### src/rtl/srs_pkg.sv
/*
  package for the self refresh sequencer of an sdram device:
  command encodings, timing constants, pin bundle and state codes.
  assumes a 25 MHz core clock (40 ns period).
*/
package srs_pkg;

  // ----------------------------------------------------------------
  // clock and timing
  // ----------------------------------------------------------------
  localparam int CLK_PERIOD_NS    = 40;
  localparam int T_RAS_MIN_NS     = 50;
  localparam int T_EXIT_SLOW_NS   = 80;
  localparam int T_EXIT_FAST_NS   = 75;
  localparam int EXIT_MIN_CYC     = 2;
  localparam int RAS_MIN_CYC      = (T_RAS_MIN_NS + CLK_PERIOD_NS - 1) / CLK_PERIOD_NS;
  localparam int EXIT_NS_CYC      = (T_EXIT_SLOW_NS + CLK_PERIOD_NS - 1) / CLK_PERIOD_NS;
  localparam int EXIT_CYC         = (EXIT_NS_CYC > EXIT_MIN_CYC) ? EXIT_NS_CYC : EXIT_MIN_CYC;

  // ----------------------------------------------------------------
  // refresh and internal self timer
  // ----------------------------------------------------------------
  localparam int ROW_W            = 13;
  localparam int SELF_TICK_CYC    = 195;
  localparam int SELF_BUSY_CYC    = 2;

  // ----------------------------------------------------------------
  // command encodings {cs_n, ras_n, cas_n, we_n}
  // ----------------------------------------------------------------
  localparam logic [3:0] CMD_REFRESH = 4'h1;
  localparam logic [3:0] CMD_NOP     = 4'h7;

  typedef struct packed {
    logic       cke;
    logic [3:0] cmd;
  } srs_pins_t;

  typedef enum logic [3:0] {
    ST_NORMAL = 4'h1,
    ST_SELF   = 4'h2,
    ST_EXIT   = 4'h4,
    ST_ERROR  = 4'h8
  } srs_state_t;

endpackage

### src/rtl/srs_self_refresh.sv
/*
  self refresh entry/exit logic of the sdram device with a shared
  row refresh counter and an internal refresh timer.
  assumes pins sampled on core_clk_i; internal timer modelled on the
  same clock since the device keeps its own oscillator running.
*/
`timescale 1ns/10ps
module srs_self_refresh #(
  parameter int EXIT_CYCLES = srs_pkg::EXIT_CYC,
  parameter int TICK_CYCLES = srs_pkg::SELF_TICK_CYC
) (
  input  wire logic                      core_clk_i,
  input  wire logic                      rst_i,
  input  wire srs_pkg::srs_pins_t        pins_i,
  output logic                           self_refresh_o,
  output logic                           cmd_ready_o,
  output logic                           refresh_busy_o,
  output logic                           protocol_err_o,
  output logic [srs_pkg::ROW_W-1:0]      refresh_row_o
);

  // ----------------------------------------------------------------
  // parameter checks
  // ----------------------------------------------------------------
  localparam int EXIT_MAX = 255;   // exit counter is 8 bits
  localparam int TICK_MAX = 65535; // internal timer is 16 bits
  localparam int TICK_MIN = 4;     // leaves room for one busy period
  localparam int BUSY_MAX = 3;     // busy counter is 2 bits

  // refused at elaboration, not at run time
  if (EXIT_CYCLES < srs_pkg::EXIT_MIN_CYC || EXIT_CYCLES > EXIT_MAX) begin : g_exit_chk
    $error("EXIT_CYCLES out of range");
  end
  if (TICK_CYCLES < TICK_MIN || TICK_CYCLES > TICK_MAX) begin : g_tick_chk
    $error("TICK_CYCLES out of range");
  end
  if (srs_pkg::SELF_BUSY_CYC < 1 || srs_pkg::SELF_BUSY_CYC > BUSY_MAX) begin : g_busy_chk
    $error("SELF_BUSY_CYC does not fit the busy counter");
  end

  // ----------------------------------------------------------------
  // command decode
  // ----------------------------------------------------------------
  function automatic logic is_refresh(input logic [3:0] cmd);
    is_refresh = (cmd == srs_pkg::CMD_REFRESH);
  endfunction

  // nop or deselect: the only commands allowed in the exit delay
  function automatic logic is_quiet(input logic [3:0] cmd);
    is_quiet = (cmd == srs_pkg::CMD_NOP) || cmd[3];
  endfunction

  // ----------------------------------------------------------------
  // state and decoded events
  // ----------------------------------------------------------------
  srs_pkg::srs_state_t        state;
  logic [7:0]                 exit_cnt;
  logic [15:0]                tick_cnt;
  logic [1:0]                 busy_cnt;
  logic                       self_entry;
  logic                       auto_ref;
  logic                       exit_req;
  logic                       exit_bad;
  logic                       exit_done;
  logic                       self_ref_tick;
  logic                       refresh_start;

  // self entry only from normal; auto only while commands accepted
  assign self_entry    = (state == srs_pkg::ST_NORMAL) && !pins_i.cke && is_refresh(pins_i.cmd);
  assign auto_ref      = (state == srs_pkg::ST_NORMAL) && pins_i.cke && is_refresh(pins_i.cmd);
  // cke is the only input still watched in self refresh
  assign exit_req      = (state == srs_pkg::ST_SELF) && pins_i.cke;
  assign exit_bad      = (state == srs_pkg::ST_EXIT) && !is_quiet(pins_i.cmd);
  assign exit_done     = (state == srs_pkg::ST_EXIT) && (exit_cnt == 8'h00);
  assign self_ref_tick = (state == srs_pkg::ST_SELF) && (tick_cnt == 16'(TICK_CYCLES - 1));
  assign refresh_start = self_ref_tick || auto_ref;

  // ----------------------------------------------------------------
  // mode sequencing
  // ----------------------------------------------------------------
  always_ff @(posedge core_clk_i or posedge rst_i) begin
    if (rst_i) begin
      state <= srs_pkg::ST_NORMAL;
    end else begin
      case (state)
        srs_pkg::ST_NORMAL: begin
          if (self_entry) begin
            state <= srs_pkg::ST_SELF;
          end
        end
        srs_pkg::ST_SELF: begin
          // all other inputs ignored here
          if (exit_req) begin
            state <= srs_pkg::ST_EXIT;
          end
        end
        srs_pkg::ST_EXIT: begin
          if (exit_bad) begin
            state <= srs_pkg::ST_ERROR;
          end else if (exit_done) begin
            state <= srs_pkg::ST_NORMAL;
          end
        end
        srs_pkg::ST_ERROR: begin
          if (is_quiet(pins_i.cmd)) begin
            state <= srs_pkg::ST_NORMAL;
          end
        end
        default: state <= srs_pkg::ST_NORMAL;
      endcase
    end
  end

  // ----------------------------------------------------------------
  // exit delay counter
  // ----------------------------------------------------------------
  // reloaded on every exit so a cut exit leaves nothing behind
  always_ff @(posedge core_clk_i or posedge rst_i) begin
    if (rst_i) begin
      exit_cnt <= 8'h00;
    end else if (exit_req) begin
      exit_cnt <= 8'(EXIT_CYCLES - 1);
    end else if (state == srs_pkg::ST_EXIT && exit_cnt != 8'h00) begin
      exit_cnt <= exit_cnt - 8'h01;
    end
  end

  // ----------------------------------------------------------------
  // internal refresh timer
  // ----------------------------------------------------------------
  // restarts on every entry so the first tick is a full interval away
  always_ff @(posedge core_clk_i or posedge rst_i) begin
    if (rst_i) begin
      tick_cnt <= 16'h0000;
    end else if (state != srs_pkg::ST_SELF) begin
      tick_cnt <= 16'h0000;
    end else if (self_ref_tick) begin
      tick_cnt <= 16'h0000;
    end else begin
      tick_cnt <= tick_cnt + 16'h0001;
    end
  end

  // ----------------------------------------------------------------
  // refresh busy
  // ----------------------------------------------------------------
  // in-progress refresh may run into the exit window
  always_ff @(posedge core_clk_i or posedge rst_i) begin
    if (rst_i) begin
      busy_cnt <= 2'h0;
    end else if (refresh_start) begin
      busy_cnt <= 2'(srs_pkg::SELF_BUSY_CYC);
    end else if (busy_cnt != 2'h0) begin
      busy_cnt <= busy_cnt - 2'h1;
    end
  end

  // ----------------------------------------------------------------
  // shared row counter
  // ----------------------------------------------------------------
  always_ff @(posedge core_clk_i or posedge rst_i) begin
    if (rst_i) begin
      refresh_row_o <= '0;
    end else if (refresh_start) begin
      refresh_row_o <= refresh_row_o + {{(srs_pkg::ROW_W - 1){1'b0}}, 1'b1};
    end
  end

  // ----------------------------------------------------------------
  // registered outputs
  // ----------------------------------------------------------------
  always_ff @(posedge core_clk_i or posedge rst_i) begin
    if (rst_i) begin
      self_refresh_o <= 1'b0;
    end else begin
      self_refresh_o <= (state == srs_pkg::ST_SELF);
    end
  end

  // low from entry until the exit delay has run out
  always_ff @(posedge core_clk_i or posedge rst_i) begin
    if (rst_i) begin
      cmd_ready_o <= 1'b1;
    end else begin
      cmd_ready_o <= (state == srs_pkg::ST_NORMAL);
    end
  end

  // covers the cycle in which a refresh starts
  always_ff @(posedge core_clk_i or posedge rst_i) begin
    if (rst_i) begin
      refresh_busy_o <= 1'b0;
    end else begin
      refresh_busy_o <= (busy_cnt != 2'h0) || refresh_start;
    end
  end

  // stands until a nop or deselect is seen
  always_ff @(posedge core_clk_i or posedge rst_i) begin
    if (rst_i) begin
      protocol_err_o <= 1'b0;
    end else begin
      protocol_err_o <= (state == srs_pkg::ST_ERROR);
    end
  end

endmodule

### config.mk
export PLATFORM = sky130hd
export DESIGN_NAME = srs_self_refresh
export DESIGN_NICKNAME = d
export VERILOG_FILES = /design/src/rtl/srs_pkg.sv /design/src/rtl/srs_self_refresh.sv
export SDC_FILE = /design/constraint.sdc
export NUM_CORES = 1
export LEC_CHECK = 0
export BUFFER_PORTS_ARGS = -buffer_cell sky130_fd_sc_hd__buf_2
export CORE_MARGIN = 4
export CORE_UTILIZATION = 60
export DETAILED_ROUTE_END_ITERATION = 8
export PLACE_DENSITY = 0.79
export SYNTH_ARGS = -nofsm -noshare
export SYNTH_HDL_FRONTEND = slang
export SYNTH_SLANG_ARGS = --single-unit
### constraint.sdc
create_clock -name core_clk_i -period 2.6 [get_ports core_clk_i]
set_input_delay 0.13 -clock core_clk_i [delete_from_list [all_inputs] [get_ports core_clk_i]]
set_output_delay 0.13 -clock core_clk_i [all_outputs]
set_load 0.05 [all_outputs]
==> flow_summary.toml <==
[timing]
report.final.slew_viol_count = 0
fin_crit_ns = 2.14
finalClockSkew_ns = 0.00875
hold_violations = 0
tns_ns = 0
setup_viol = 0
relSlewSlack = 0.375
worstMarginPinSlew_ns = 0.936
finalCritPeriodShare = 0.824
rsz0062_at_grt = "false"
clock.fmax_mhz = 467

[layout]
antenna_cells = 0
n_fill_cell = 293
stdcell_count = 290
layout_common_cells = "45 x dfrtp_1, 30 x nor2_1, 23 x buf_2"
fin_nets = 254
final_common_cell = "dfrtp_1"
area_growth_pct = 11.5
multi_input_area_um2 = 1050
layout-drive-gt1-share = 0.198
layout.area.seq_um2 = 1180

[pwr]
p_int_mw = 1.20
cellLeakagePower_nw = 1.11
p_comb_frac = 0.228
switching_share = 0.342
clockPowerShare = 0.246
powerDensity_nw_per_um2 = 717
p_sw_uw = 626
power_frac_seq = 0.526
peakVddDrop_v = 0.000655

[grt]
met1_usage = 0.249
grt-busiest-layer = "met2"
gr-total-overflow = 0
grt_pass1_wl_um = 7060
gr-usage-all-layers = 0.178
grtUsageMet2 = 0.273
met3_usage = 0.0493
antenna_found_initial = 0
first_global_vias = 1531
grt_max_degree = 48

[route]
wl_um = 4090
num_vias = 1616
routedWlPerCell_um = 14.1
drtAntennaViolNets = 0
drc = 0
via_per_inst = 5.57
drt_iter0_drc = 64
drt_first_pass_iters = 5

[critical_path]
path_delay_family = "simple AND/OR/NAND/NOR gates"
crit_buf_inv = 1
crit_top_cell = "nand4_1"
cp-end-kind = "flip-flop"
path_class = "flip-flop to flip-flop"
ff2ff_setup_slack_ns = 0.46
start_kind = "flip-flop"
worst_path_max_delay_cell = "o21ai_2"
crit_required_ns = 2.78
arrival_ns = 2.32
crit_chain = "inv_1, ha_1, nor4b_1, nand4_1, o21ai_2, nand4_1, xnor2_1"
max_stage_delay_ns = 0.52
crit_fanout = 15

[synthesis]
syn_area_per_cell_um2 = 10.7
synth_nets = 226
syn-cell-area_um2 = 2290
ys_seq_area_frac = 0.515
async_flop_share = 1.00
synth_top_cell_by_area = "dfrtp_1"
synth_cell_types = 44
yosys_warnings = 0
synth_area_leaders = "dfrtp_1 49%, xnor2_1 6.5%, xor2_1 5.7%"
synthFlopType = "dfrtp_1"
synth_edf_count = 0
ys_ff_latch = 47
syn_inst = 213
synth_top_area_frac = 0.492

[clock_tree]
clkSinkCount = 47
ctsResizeCount = 0
path_clk_slew_ns = 0.09
hold_buffers = 0
cts_tree = "built"
cts_max_path_buffers = 2
cts_setup_buffers = 0
worstSkewPairLatency_ns = 0.29
h-tree-depth = 2
numCtsBuffers = 5
root_buffer = "clkbuf_8"

[placement]
place_hpwl_um = 2850
port_buffers = 23
dpl.cell_count = 282
gp_congestion = 0.782

[floorplanning]
dieArea_um2 = 4870
die_x_um = 69.8
die_h_um = 69.8
fp-row-count = 22
core_um2 = 3660
initial_core_util = 0.625
io_pins = 24

[hold_path]
hp-class = "primary input to asynchronous set/reset pin"

[job]
drv_cap = 0

[run_status]
status = "finished, final reports clean"
registers in the layout (all words and copies together), names as in the netlist:
register / cells
cmd_ready_o: 1
busy_cnt: 2
refresh_row_o: 13
refresh_busy_o: 1
exit_cnt: 8
tick_cnt: 16
self_refresh_o: 1
state: 4
protocol_err_o: 1
power groups by stage:
stage | Clock, mW | Combinational [mW] | Sequential [mW]
global route | 0.492 | 0.464 | 0.983
finish | 0.450 | 0.417 | 0.962
CTS | 0.466 | 0.424 | 0.962
global placement | 0 | 0.408 | 0.971
floorplan | 0 | 0.209 | 1.08
detailed placement | 0 | 0.424 | 0.975
area by class of cell:
cell class | instances | area share
Clock buffer | 7 | 0.0338
Clock inverter | 1 | 0.00343
Inverter | 11 | 0.0162
Multi-Input combinational cell | 152 | 0.413
Sequential cell | 47 | 0.462
Tap cell | 48 | 0.0235
Timing Repair Buffer | 24 | 0.0480
per-stage QoR:
step / hold WS, ns / utilization / area, um^2 / total power, mW / worst slack (ns)
2_1_floorplan: 0.196 / - / 2290 / 1.29 / 0.784
3_3_place_gp: 0.353 / 0.671 / 2460 / 1.38 / 0.584
3_5_place_dp: 0.351 / 0.671 / 2460 / 1.40 / 0.483
4_1_cts: 0.0363 / 0.697 / 2550 / 1.85 / 0.422
5_1_grt: 0.0465 / 0.697 / 2550 / 1.94 / 0.236
6_report: 0.0343 / 0.697 / 2550 / 1.83 / 0.457
layer usage:
metal	vias up	wire length (um)
met5	-	0
met4	0	29
met3	4	168
met2	27	1970
met1	788	1920
li1	797	-
cell families (layout without fill, tap and decap cells):
kind of cell | after synthesis | in the layout | share of synthesized area
AO/OA/AOI/OAI | 17 | 17 | 0.0629
multiplexers | 1 | 1 | 0.00492
buffers and inverters | 14 | 43 | 0.0246
AND/OR/NAND/NOR | 96 | 96 | 0.238
XOR/XNOR | 32 | 32 | 0.122
flip-flops | 47 | 47 | 0.515
adder cells (fa/ha/maj) | 6 | 6 | 0.0328
final timing paths:
kind / from / to / cells past startpoint
min in group core_clk_i: pins_i[4] / state[1]$_DFFE_PP0P_ / 2
min reg2reg: refresh_row_o[12]$_DFFE_PP0P_ / refresh_row_o[12]$_DFFE_PP0P_ / 1
max reg2reg: tick_cnt[0]$_DFF_PP0_ / refresh_row_o[11]$_DFFE_PP0P_ / 7
max in group asynchronous: rst_i / refresh_row_o[10]$_DFFE_PP0P_ / 2
min: rst_i / exit_cnt[3]$_DFFE_PP0P_ / 2
max: tick_cnt[0]$_DFF_PP0_ / refresh_row_o[11]$_DFFE_PP0P_ / 7
cell usage after synthesis (3+ instances only):
master and count:
nor4_2 3, ha_1 6, nor2_1 30, a21oi_1 4, or3_1 3, nand2_1 14
dfrtp_1 45, nand4_1 11, nor4b_1 3, nand3_1 12, inv_1 10, xnor2_1 17
and3_1 4, xor2_1 15
(Power assumes the default switching activity.)
